[config.mk]
export PLATFORM = sky130hd
export DESIGN_NAME = five_unit_rx
export DESIGN_NICKNAME = d
export VERILOG_FILES = /design/src/design/five_unit_rx_pkg.sv /design/src/design/five_unit_rx.sv
export SDC_FILE = /design/constraint.sdc
export NUM_CORES = 1
export LEC_CHECK = 0
export BUFFER_PORTS_ARGS = -buffer_cell sky130_fd_sc_hd__buf_2
export CAP_MARGIN = 5
export CORE_ASPECT_RATIO = 1.25
export CORE_MARGIN = 1.5
export CORE_UTILIZATION = 40
export CTS_BUF_LIST = sky130_fd_sc_hd__clkbuf_16
export CTS_CLUSTER_SIZE = 10
export DETAILED_ROUTE_END_ITERATION = 8
export GPL_ROUTABILITY_DRIVEN = 0
export PLACE_DENSITY_LB_ADDON = 0.25
export SETUP_SLACK_MARGIN = 0.2
export SYNTH_ARGS = -nofsm -noshare
export SYNTH_HDL_FRONTEND = slang
export SYNTH_SLANG_ARGS = --single-unit
[constraint.sdc]
create_clock -name mclk -period 3.86 [get_ports mclk]
set_clock_uncertainty 0.1 [all_clocks]
set_input_delay 0.193 -clock mclk [delete_from_list [all_inputs] [get_ports mclk]]
set_output_delay 0.193 -clock mclk [all_outputs]
set_load 0.01 [all_outputs]
[src/design/five_unit_rx_pkg.sv]
// Constants, register map and state codes of the five-unit start-stop receiver
// Behaviour
// - Line current flowing is marking (1); no current is spacing (0).
// - Each frame carries five intelligence pulses in sequence, 32 combinations.
// - Frame opens with a spacing start pulse, closes with a marking stop pulse.
// - Standard stop pulse lasts 1.42 units, character 7.42 units.
// - Optional short stop pulse of one unit, character 7.0 units.
// - All five pulses marking selects letters state for following combinations.
// - Pulses 1,2,4,5 marking, 3 spacing, selects figures state.
// - Shift codes only change shift; others decode by current shift state.
// - Reception begins at a spacing start on idle marking line; idle otherwise.
// - Sampling phase within each unit interval is software settable.
// - Decode starts only after all five pulses are held as a combination.
// - After decode, function stage then print stage run in that order.
// - Function code raises its one output, cleared when the cycle ends.
// - Line feed advances paper one or two lines per single/double setting.
// - Carriage return drives the position straight back to the left margin.
// - Each printed graphic advances position one character unless suppressed.
// - Spacing suppressed for non-printing functions and at end of line.
// - At most one graphic per cycle; functions select a blank pallet.
// - Steady marking is idle; steady spacing (open line) is tolerated.
package five_unit_rx_pkg;

	// Timing: unit interval and clock period in ns
	localparam int UNIT_NS        = 22_000_000;
	localparam int CLK_NS         = 100;
	localparam int UNIT_CYC_DEF   = UNIT_NS / CLK_NS;
	localparam int TICKS_PER_UNIT = 16;
	localparam int STOP_LONG_X100 = 142;
	// Least time, so the long stop rounds up to whole ticks
	localparam logic [4:0] STOP_LONG_TICKS  = 5'((STOP_LONG_X100 * TICKS_PER_UNIT + 99) / 100);
	localparam logic [4:0] STOP_SHORT_TICKS = 5'(TICKS_PER_UNIT);
	localparam logic [4:0] UNIT_LAST_TICK   = 5'(TICKS_PER_UNIT - 1);
	localparam logic [2:0] LAST_PULSE       = 3'h4;

	// Code combinations, pulse one in bit 0
	localparam logic [4:0] CODE_LTRS  = 5'h1f;
	localparam logic [4:0] CODE_FIGS  = 5'h1b;
	localparam logic [4:0] CODE_CR    = 5'h08;
	localparam logic [4:0] CODE_LF    = 5'h02;
	localparam logic [4:0] CODE_BLANK = 5'h00;
	localparam logic [4:0] CODE_BELL  = 5'h05;
	localparam logic [5:0] BLANK_PALLET = 6'h00;

	// Register offsets
	localparam logic [7:0] ADDR_CTRL   = 8'h00;
	localparam logic [7:0] ADDR_WIDTH  = 8'h04;
	localparam logic [7:0] ADDR_STATUS = 8'h08;
	localparam logic [7:0] ADDR_LAST   = 8'h0c;

	// Control fields and reset values
	localparam int CTRL_SHORT_BIT = 0;
	localparam int CTRL_DBL_BIT   = 1;
	localparam int CTRL_PH_LSB    = 2;
	localparam int CTRL_PH_MSB    = 5;
	localparam logic [3:0] PHASE_RST = 4'h8;
	localparam logic [6:0] WIDTH_RST = 7'h48;

	// Status fields
	localparam int ST_FIGS_BIT = 0;
	localparam int ST_BUSY_BIT = 1;
	localparam int ST_OPEN_BIT = 2;
	localparam int ST_COL_LSB  = 8;
	localparam int ST_COL_MSB  = 14;

	// Receiver sequence states
	typedef enum logic [3:0] {
		S_IDLE  = 4'b0000,
		S_START = 4'b0001,
		S_BITS  = 4'b0010,
		S_STOP  = 4'b0011,
		S_LATCH = 4'b0100,
		S_FUNC  = 4'b0101,
		S_PRINT = 4'b0110,
		S_SPACE = 4'b0111,
		S_OPEN  = 4'b1000
	} rx_state_e;

endpackage : five_unit_rx_pkg

[src/design/five_unit_rx.sv]
// Five-unit start-stop receiver with shift tracking, function decode and print sequence
//
// Added by the designer: the register addresses and strobed register access.
`timescale 1ns/100ps
module five_unit_rx #(
	parameter int UNIT_CYC = five_unit_rx_pkg::UNIT_CYC_DEF
) (
	// Clock and reset
	input  wire logic        mclk,
	input  wire logic        rst,
	// Signal line, high while current flows
	input  wire logic        line_pin,
	// Register port
	input  wire logic [7:0]  reg_addr,
	input  wire logic [31:0] reg_wdata,
	input  wire logic        reg_wr,
	input  wire logic        reg_rd,
	output logic      [31:0] reg_rdata,
	// Printer side
	output logic             print_stb,
	output logic      [5:0]  graphic,
	output logic             space_stb,
	output logic             space_sup,
	output logic      [6:0]  column,
	// Function side
	output logic             lf_stb,
	output logic      [1:0]  lf_lines,
	output logic             cr_stb,
	output logic             func_lf,
	output logic             func_cr,
	output logic             func_bell,
	output logic             figures,
	output logic             busy
);

	localparam int TICK_DIV = UNIT_CYC / five_unit_rx_pkg::TICKS_PER_UNIT;
	localparam logic [23:0] TICK_LAST = 24'(TICK_DIV - 1);

	five_unit_rx_pkg::rx_state_e st_q;

	logic        line_m_q;
	logic        line_q;
	logic [23:0] div_q;
	logic        tick;
	logic [4:0]  tcnt_q;
	logic [2:0]  pulse_q;
	logic [4:0]  shreg_q;
	logic [4:0]  code_q;
	logic        fn_q;
	logic        figs_q;
	logic [6:0]  col_q;
	logic        open_q;
	logic        short_q;
	logic        dbl_q;
	logic [3:0]  phase_q;
	logic [6:0]  width_q;
	logic        sample;
	logic        unit_end;
	logic        stop_end;
	logic        start_seen;
	logic        at_end;
	logic        sup;
	logic [4:0]  stop_ticks;

	// Non-printing combinations depend on the shift state for the bell
	function automatic logic is_func(input logic [4:0] c, input logic f);
		is_func = (c == five_unit_rx_pkg::CODE_BLANK) || (c == five_unit_rx_pkg::CODE_CR)
			|| (c == five_unit_rx_pkg::CODE_LF) || (c == five_unit_rx_pkg::CODE_LTRS)
			|| (c == five_unit_rx_pkg::CODE_FIGS) || (f && (c == five_unit_rx_pkg::CODE_BELL));
	endfunction : is_func

	// Two-stage synchroniser; the line is asynchronous to mclk
	always_ff @(posedge mclk or posedge rst)
	begin
		if (rst)
		begin
			line_m_q <= 1'b1;
			line_q   <= 1'b1;
		end
		else
		begin
			line_m_q <= line_pin;
			line_q   <= line_m_q; // marking is 1, spacing is 0
		end
	end

	// A spacing level on an idle line opens a frame
	assign start_seen = (st_q == five_unit_rx_pkg::S_IDLE) && !line_q;

	// Tick divider restarted at the start edge keeps sampling aligned to it
	always_ff @(posedge mclk or posedge rst)
	begin
		if (rst)
			div_q <= 24'h000000;
		else if (start_seen || div_q == TICK_LAST)
			div_q <= 24'h000000;
		else
			div_q <= div_q + 24'h000001;
	end

	assign tick = (div_q == TICK_LAST);

	// Stop length follows the 7.42 or 7.0 unit pattern
	assign stop_ticks = short_q ? five_unit_rx_pkg::STOP_SHORT_TICKS
		: five_unit_rx_pkg::STOP_LONG_TICKS;

	// Sample point is a tick inside the unit chosen by software
	assign sample   = tick && (tcnt_q == {1'b0, phase_q});
	assign unit_end = tick && (tcnt_q == five_unit_rx_pkg::UNIT_LAST_TICK);
	assign stop_end = tick && (tcnt_q == stop_ticks - 5'h01);

	// Tick count within the current pulse
	always_ff @(posedge mclk or posedge rst)
	begin
		if (rst)
			tcnt_q <= 5'h00;
		else if (start_seen)
			tcnt_q <= 5'h00;
		else if (unit_end && st_q != five_unit_rx_pkg::S_STOP)
			tcnt_q <= 5'h00;
		else if (stop_end && st_q == five_unit_rx_pkg::S_STOP)
			tcnt_q <= 5'h00;
		else if (tick)
			tcnt_q <= tcnt_q + 5'h01;
	end

	// Column and suppression of spacing
	assign at_end = (col_q >= width_q - 7'h01);
	assign sup    = fn_q || at_end;

	// Frame and operating sequence
	always_ff @(posedge mclk or posedge rst)
	begin
		if (rst)
			st_q <= five_unit_rx_pkg::S_IDLE;
		else
		begin
			unique case (st_q)
				five_unit_rx_pkg::S_IDLE:
					if (!line_q)
						st_q <= five_unit_rx_pkg::S_START;
				five_unit_rx_pkg::S_START:
					if (sample && line_q)
						st_q <= five_unit_rx_pkg::S_IDLE; // Short glitch, not a start
					else if (unit_end)
						st_q <= five_unit_rx_pkg::S_BITS;
				five_unit_rx_pkg::S_BITS:
					if (unit_end && pulse_q == five_unit_rx_pkg::LAST_PULSE)
						st_q <= five_unit_rx_pkg::S_STOP;
				five_unit_rx_pkg::S_STOP:
					if (sample && !line_q)
						st_q <= five_unit_rx_pkg::S_OPEN; // Stop must mark
					else if (stop_end)
						st_q <= five_unit_rx_pkg::S_LATCH;
				five_unit_rx_pkg::S_LATCH:
					st_q <= five_unit_rx_pkg::S_FUNC;
				five_unit_rx_pkg::S_FUNC:
					st_q <= five_unit_rx_pkg::S_PRINT;
				five_unit_rx_pkg::S_PRINT:
					st_q <= five_unit_rx_pkg::S_SPACE;
				five_unit_rx_pkg::S_SPACE:
					st_q <= five_unit_rx_pkg::S_IDLE;
				five_unit_rx_pkg::S_OPEN:
					if (line_q)
						st_q <= five_unit_rx_pkg::S_IDLE;
				default:
					st_q <= five_unit_rx_pkg::S_IDLE;
			endcase
		end
	end

	// Pulse sampling into the holding register
	always_ff @(posedge mclk or posedge rst)
	begin
		if (rst)
		begin
			pulse_q <= 3'h0;
			shreg_q <= 5'h00;
		end
		else if (st_q == five_unit_rx_pkg::S_START)
			pulse_q <= 3'h0;
		else if (st_q == five_unit_rx_pkg::S_BITS)
		begin
			if (sample)
				shreg_q[pulse_q] <= line_q;
			if (unit_end)
				pulse_q <= pulse_q + 3'h1;
		end
	end

	// Whole combination is transferred only once the stop pulse is done
	always_ff @(posedge mclk or posedge rst)
	begin
		if (rst)
		begin
			code_q <= 5'h00;
			fn_q   <= 1'b0;
		end
		else if (st_q == five_unit_rx_pkg::S_LATCH)
		begin
			code_q <= shreg_q;
			fn_q   <= is_func(shreg_q, figs_q);
		end
	end

	// Shift state; shift codes touch nothing else
	always_ff @(posedge mclk or posedge rst)
	begin
		if (rst)
			figs_q <= 1'b0;
		else if (st_q == five_unit_rx_pkg::S_FUNC)
		begin
			if (code_q == five_unit_rx_pkg::CODE_LTRS)
				figs_q <= 1'b0;
			else if (code_q == five_unit_rx_pkg::CODE_FIGS)
				figs_q <= 1'b1;
		end
	end

	// Function outputs held from function stage to end of cycle
	always_ff @(posedge mclk or posedge rst)
	begin
		if (rst)
		begin
			func_lf   <= 1'b0;
			func_cr   <= 1'b0;
			func_bell <= 1'b0;
		end
		else if (st_q == five_unit_rx_pkg::S_FUNC)
		begin
			func_lf   <= (code_q == five_unit_rx_pkg::CODE_LF);
			func_cr   <= (code_q == five_unit_rx_pkg::CODE_CR);
			func_bell <= figs_q && (code_q == five_unit_rx_pkg::CODE_BELL);
		end
		else if (st_q == five_unit_rx_pkg::S_SPACE)
		begin
			func_lf   <= 1'b0;
			func_cr   <= 1'b0;
			func_bell <= 1'b0;
		end
	end

	// Line advance and return strobes fire once, in the cycle after the function stage
	always_ff @(posedge mclk or posedge rst)
	begin
		if (rst)
		begin
			lf_stb   <= 1'b0;
			lf_lines <= 2'h1;
			cr_stb   <= 1'b0;
		end
		else
		begin
			lf_stb <= (st_q == five_unit_rx_pkg::S_FUNC) && (code_q == five_unit_rx_pkg::CODE_LF);
			cr_stb <= (st_q == five_unit_rx_pkg::S_FUNC) && (code_q == five_unit_rx_pkg::CODE_CR);
			if (st_q == five_unit_rx_pkg::S_FUNC && code_q == five_unit_rx_pkg::CODE_LF)
				lf_lines <= dbl_q ? 2'h2 : 2'h1;
		end
	end

	// One pallet per cycle; functions strike a blank position
	always_ff @(posedge mclk or posedge rst)
	begin
		if (rst)
		begin
			print_stb <= 1'b0;
			graphic   <= five_unit_rx_pkg::BLANK_PALLET;
			space_sup <= 1'b0;
		end
		else
		begin
			print_stb <= (st_q == five_unit_rx_pkg::S_PRINT);
			if (st_q == five_unit_rx_pkg::S_PRINT)
			begin
				graphic   <= fn_q ? five_unit_rx_pkg::BLANK_PALLET : {figs_q, code_q};
				space_sup <= sup;
			end
		end
	end

	// Horizontal position; return wins over spacing as they never share a cycle
	always_ff @(posedge mclk or posedge rst)
	begin
		if (rst)
		begin
			col_q     <= 7'h00;
			space_stb <= 1'b0;
		end
		else
		begin
			space_stb <= (st_q == five_unit_rx_pkg::S_SPACE) && !sup;
			if (st_q == five_unit_rx_pkg::S_FUNC && code_q == five_unit_rx_pkg::CODE_CR)
				col_q <= 7'h00;
			else if (st_q == five_unit_rx_pkg::S_SPACE && !sup)
				col_q <= col_q + 7'h01;
		end
	end

	// Open line flag, sticky until software clears it; a new open wins
	always_ff @(posedge mclk or posedge rst)
	begin
		if (rst)
			open_q <= 1'b0;
		else if (st_q == five_unit_rx_pkg::S_OPEN)
			open_q <= 1'b1;
		else if (reg_wr && reg_addr == five_unit_rx_pkg::ADDR_STATUS && reg_wdata[five_unit_rx_pkg::ST_OPEN_BIT])
			open_q <= 1'b0;
	end

	// Software settings
	always_ff @(posedge mclk or posedge rst)
	begin
		if (rst)
		begin
			short_q <= 1'b0;
			dbl_q   <= 1'b0;
			phase_q <= five_unit_rx_pkg::PHASE_RST;
			width_q <= five_unit_rx_pkg::WIDTH_RST;
		end
		else if (reg_wr)
		begin
			if (reg_addr == five_unit_rx_pkg::ADDR_CTRL)
			begin
				short_q <= reg_wdata[five_unit_rx_pkg::CTRL_SHORT_BIT];
				dbl_q   <= reg_wdata[five_unit_rx_pkg::CTRL_DBL_BIT];
				phase_q <= reg_wdata[five_unit_rx_pkg::CTRL_PH_MSB:five_unit_rx_pkg::CTRL_PH_LSB];
			end
			if (reg_addr == five_unit_rx_pkg::ADDR_WIDTH)
				width_q <= reg_wdata[6:0];
		end
	end

	// Read data stand one cycle after the read strobe; unmapped reads give zero
	always_ff @(posedge mclk or posedge rst)
	begin
		if (rst)
			reg_rdata <= 32'h00000000;
		else if (reg_rd)
		begin
			reg_rdata <= 32'h00000000;
			unique case (reg_addr)
				five_unit_rx_pkg::ADDR_CTRL:
				begin
					reg_rdata[five_unit_rx_pkg::CTRL_SHORT_BIT] <= short_q;
					reg_rdata[five_unit_rx_pkg::CTRL_DBL_BIT]   <= dbl_q;
					reg_rdata[five_unit_rx_pkg::CTRL_PH_MSB:five_unit_rx_pkg::CTRL_PH_LSB] <= phase_q;
				end
				five_unit_rx_pkg::ADDR_WIDTH:
					reg_rdata[6:0] <= width_q;
				five_unit_rx_pkg::ADDR_STATUS:
				begin
					reg_rdata[five_unit_rx_pkg::ST_FIGS_BIT] <= figs_q;
					reg_rdata[five_unit_rx_pkg::ST_BUSY_BIT] <= (st_q != five_unit_rx_pkg::S_IDLE);
					reg_rdata[five_unit_rx_pkg::ST_OPEN_BIT] <= open_q;
					reg_rdata[five_unit_rx_pkg::ST_COL_MSB:five_unit_rx_pkg::ST_COL_LSB] <= col_q;
				end
				five_unit_rx_pkg::ADDR_LAST:
					reg_rdata[6:0] <= {fn_q, figs_q, code_q};
				default:
					reg_rdata <= 32'h00000000;
			endcase
		end
	end

	// Status straight from state
	assign column  = col_q;
	assign figures = figs_q;
	assign busy    = (st_q != five_unit_rx_pkg::S_IDLE);

endmodule : five_unit_rx

**After elaboration in Yosys (flattened, before gate mapping)**

Index checks and enable logic that the tools add are counted.

- Bits in registers: 101
- Latch bits: 0
- Memory bits (writable): 0
- Bits in read-only memories: 0
- Output and inout port bits: 57
- Logic and storage cells: 148
- Memories kept: 0

- $add $sub $neg: 6
- Multipliers: 0
- Div/mod/pow operators: 0
- $lt $le $gt $ge: 3
- Equal/unequal tests: 32
- Shift-type cells: 0
- Multiplexer cells: 36
- Bitwise logic cells: 1
- Reductions and logical operators: 43

Operators with widths:

| cell | number |
|---|---|
| $pmux W4 S8 | 1 |
| $mux W4 | 7 |
| $add A24 B1 Y24 const B | 1 |
| $eq A24 B14 Y1 const B | 1 |
| $mux W24 | 1 |
| $mux W7 | 3 |
| $eq A5 B5 Y1 const B | 4 |
| $mux W5 | 4 |
| $logic_and A1 B1 Y1 | 17 |
| $eq A4 B3 Y1 const B | 4 |
| $eq A8 B4 Y1 const B | 2 |
| $eq A5 B4 Y1 const B | 3 |
| $mux W3 | 4 |
| $pmux W3 S4 | 1 |
| $reduce_bool A2 Y1 | 6 |
| $eq A5 B2 Y1 const B | 2 |
| $eq A5 B3 Y1 const B | 2 |
| $mux W1 | 9 |
| $pmux W3 S3 | 1 |
| $eq A4 B2 Y1 const B | 2 |
| $eq A8 B3 Y1 const B | 1 |
| $logic_not A8 Y1 | 1 |
| $reduce_and A2 Y1 | 4 |
| $reduce_bool A4 Y1 | 2 |
| 29 further kinds | 38 |

**Longest topological paths before layout**

- Word-level depth: 8
- Gate-level depth with buffers: 11
- Gate-level depth less buffers: 11

**Worst setup path before layout**

No wires, ideal clock.

- Kind: register to register
- From: register width_q[4]
- To: register col_q[6] (netlist: column[6])
- Arrival: 2.446 ns
- Data required time: 3.603 ns
- Setup slack: 1.157 ns
- Stages on the path, launching flop included: 11
- Period minus slack after synthesis: 2.703 ns
- Path through: dfrtp_1 -> nor3_1 -> nand3_1 -> xor2_1 -> ha_1 -> a21oi_1 -> o211ai_1 -> or3_1 -> a2111oi_4 -> a41o_1 -> a21oi_1

- Word-level cells in the longest chain between the ends: 6

Ends and longest elaborated chain:

| what | RTL line | RTL |
|---|---|---|
| start: declaration | five_unit_rx.sv:56 | `logic [6:0] width_q;` |
| start signal: assignment | five_unit_rx.sv:318 | `width_q <= five_unit_rx_pkg::WIDTH_RST;` |
| start signal: assignment | five_unit_rx.sv:329 | `width_q <= reg_wdata[6:0];` |
| $sub A7 B1 Y7 | five_unit_rx.sv:128 | `assign at_end = (col_q >= width_q - 7'h01);` |
| $ge A7 B7 Y1 | five_unit_rx.sv:128 |  |
| $logic_or A1 B1 Y1 | five_unit_rx.sv:129 | `assign sup = fn_q \|\| at_end;` |
| $logic_not A1 Y1 | five_unit_rx.sv:294 | `else if (st_q == five_unit_rx_pkg::S_SPACE && !sup)` |
| $logic_and A1 B1 Y1 | five_unit_rx.sv:294 |  |
| $reduce_bool A2 Y1 (no line) | n/a |  |
| end signal: assignment | five_unit_rx.sv:295 | `col_q <= col_q + 7'h01;` |
| end: declaration | five_unit_rx.sv:51 | `logic [6:0] col_q;` |

No other way between the ends.
A chain may end at the register's enable or synchronous reset.

**Final worst setup path**

Ends and elaborated chain as after synthesis.

==> impl_metrics.yaml <==
floorplanning:
  boundaryPins: 102
  start_util: 0.413
  coreArea_um2: 12800
  rows: 46
  dieHeight_um: 132
  die_x_um: 106
  dieArea_um2: 14000
routing:
  drc_errors: 0
  first_pass_iters: 4
  postRouteAntennaNets: 0
  drtIter0Drc: 148
  wl_mm: 11.1
  vias: 3955
  viasPerCell: 5.20
  wl_per_cell_um: 14.6
synthesis:
  synth_edf_count: 0
  yosysSeqAreaShare: 0.478
  synth_warnings: 0
  synth.ff_latch_count: 101
  synth_flop_cell: "dfrtp_1"
  synthArstFlopShare: 1.00
  synth_top_area_frac: 0.448
  synthTopCellsByArea: "dfrtp_1, mux2_2, nor2_1, xor2_1, ha_1"
  synth.avg_cell_area_um2: 10.0
  netlist_area_um2: 5310
  yosysUniqueCellTypes: 56
  yosysTopAreaCell: "dfrtp_1"
  postSynthCellCount: 529
  synth_common_cells: "dfrtp_1, nor2_1, nand2_1"
  yosysMostFrequentCell: "dfrtp_1"
setup_path:
  crit_chain: "nor3_1 -> nand3_1 -> xor2_1 -> ha_1 -> a21oi_1 -> o211ai_1 -> or3_1 -> a2111oi_4 -> a41o_1 -> a21oi_1"
  cpMostUsedCell: "a21oi_1"
  cp_slowest_stage_delay_ns: 0.50
  crit_path_end_kind: "flip-flop"
  worst_setup_path_start_kind: "flip-flop"
  cp_num_buf_inv: 0
  critPathTopFamily: "compound AO/OA/AOI/OAI gates"
  crit_fanout: 6
  critPathKind: "flip-flop to flip-flop"
  worst_path_max_delay_cell: "a2111oi_4"
  worstPathRequired_ns: 3.94
  crit_arrival_ns: 3.15
clocking:
  htreeDepth: 3
  root_buffer: "clkbuf_16"
  cts_tree: "yes"
  clk_latency_ns: 0.35
  post-cts-setup-buffers: 0
  cts_made_buffers: 9
  clk_path_buf_depth: 2
  cts.clk_slew.worst_paths_ns: 0.07
  cts_sinks: 101
timing:
  period_minus_slack_ns: 3.06
  whs_ns: -0.0412
  max_freq_mhz: 326
  finalCritPeriodShare: 0.794
  slew-limit-headroom: 0.268
  setup_viol: 0
  tightest_slew_ns: 1.09
  hold_violations: 71
  setup_tns_ns: 0
  rsz0062_at_grt: "no"
  setup_slack_ns: 0.797
  drv_slew: 0
global_routing:
  antenna_found_initial: 0
  grt.total_usage: 0.171
  grt_pass1_wl_mm: 19.2
  grt_max_degree: 77
  grt_pass1_vias: 3864
  overflow: 0
power_and_ir_drop:
  pwr_density_cell_nw_per_um2: 359
  cellLeakagePower_nw: 2.95
  peakVddDrop_v: 0.000203
min_path:
  min_path_type: "primary input to async pin"
place:
  placed_cell_area_um2: 5690
  pre_cts_slack_ns: 0.818
  numPortBuffers: 58
  hpwl_mm: 8.05
run_status:
  violations: "negative hold slack"
  outcome: "complete, but fails checks"
flow_run:
  maxCapViolCount: 0
cells_and_area:
  synthToLayoutAreaGrowth_pct: 14.3
  drive_above_1_share: 0.196
  final_nets: 648
  antenna_cells: 0
  final_design_area_no_fill_um2: 6070
  fill_cells: 1210
==> power by group <==
part           total, mW  internal (mW)  switching [mW]  leakage [nW]
clock              0.986          0.572           0.414         0.154
combinational      0.114         0.0433          0.0710          1.43
sequential          1.08           1.07         0.00967          1.37
total               2.18           1.68           0.495          2.95
==> cells in the final DEF, fill, tap and decap left out, drive strengths merged, types with 3 or more instances in the layout <==
| cell | n |
|---|---|
| nand4b | 6 |
| buf | 61 |
| nand4 | 14 |
| nand2b | 11 |
| dlygate4sd3 | 5 |
| nand3 | 16 |
| nor2b | 3 |
| nor4b | 5 |
| conb | 18 |
| mux2 | 25 |
| a31oi | 4 |
| o31ai | 3 |
| o22ai | 5 |
| xor2 | 24 |
| dfstp | 6 |
| and3 | 9 |
| nor2 | 57 |
| a21o | 5 |
| mux2i | 8 |
| clkbuf | 9 |
| nand2 | 50 |
| dfrtp | 95 |
| nor3 | 9 |
| nor4 | 8 |
| and4 | 4 |
| ha | 15 |
| inv | 35 |
| mux4 | 3 |
| a21oi | 12 |
| o21ai | 21 |
| xnor2 | 13 |
==> metal layers <==
| layer | share of wire | GRT usage | vias up |
|---|---|---|---|
| met5 | 0 | 0 | - |
| met4 | 0.016 | 0.0556 | 0 |
| li1 | - | - | 1917 |
| met3 | 0.033 | 0.0341 | 13 |
| met1 | 0.43 | 0.209 | 1953 |
| met2 | 0.52 | 0.301 | 72 |
==> per-stage QoR <==
step | power (mW) | util | cells
CTS | 2.20 | 0.473 | 761
global placement | 1.21 | 0.444 | 740
finish | 2.18 | 0.473 | 761
detailed placement | 1.21 | 0.444 | 740
global route | 2.26 | 0.473 | 761
floorplan | 1.19 | - | 546
==> sequential cells by signal, summed over array words and instances, names as in the netlist, 5 cells and up <==
| register | count |
|---|---|
| div_q | 24 |
| tcnt_q | 5 |
| reg_rdata | 14 |
| width_q | 7 |
| column | 7 |
| code_q | 5 |
| graphic | 6 |
| shreg_q | 5 |
==> final timing paths <==
kind | start | endpoint | slack, ns | cells after the start
setup reg to reg | width_q[4] | column[6] | 0.80 | 10
min in group mclk | reg_wdata[3] | phase_q[1] | 0.01 | 2
hold reg to reg | line_m_q | line_q | 0.26 | 0
hold / removal | rst | reg_rdata[10] | -0.04 | 2
setup / recovery | width_q[4] | column[6] | 0.80 | 10
max in group asynchronous | rst | line_q | 2.77 | 3
==> timing repair <==
action                                  CTS  global route
endpoints found under the hold margin     6             0
resized for setup                         0             0
endpoints found under the setup margin    0             0
hold buffers                              5             0
==> logic make-up (layout without fill, tap and decap cells) <==
family,Yosys count,after routing,synth area share
other,1,18,0.000707
AO/OA/AOI/OAI,65,65,0.0809
AND/OR/NAND/NOR,206,206,0.202
adder cells (fa/ha/maj),15,15,0.0354
multiplexers,36,36,0.0809
flip-flops,101,101,0.478
XOR/XNOR,37,37,0.0611
buffers and inverters,68,115,0.0613
==> area by class of cell <==
class / instances / area (um^2) / share of cell area
sequential: 101 / 2530 / 0.418
clock inverter: 7 / 97.6 / 0.0161
tap: 168 / 210 / 0.0346
timing repair buffer: 66 / 363 / 0.0598
multi-input combinational: 377 / 2510 / 0.414
clock buffer: 9 / 225 / 0.0371
inverter: 33 / 126 / 0.0208
(Power assumes the default switching activity.)
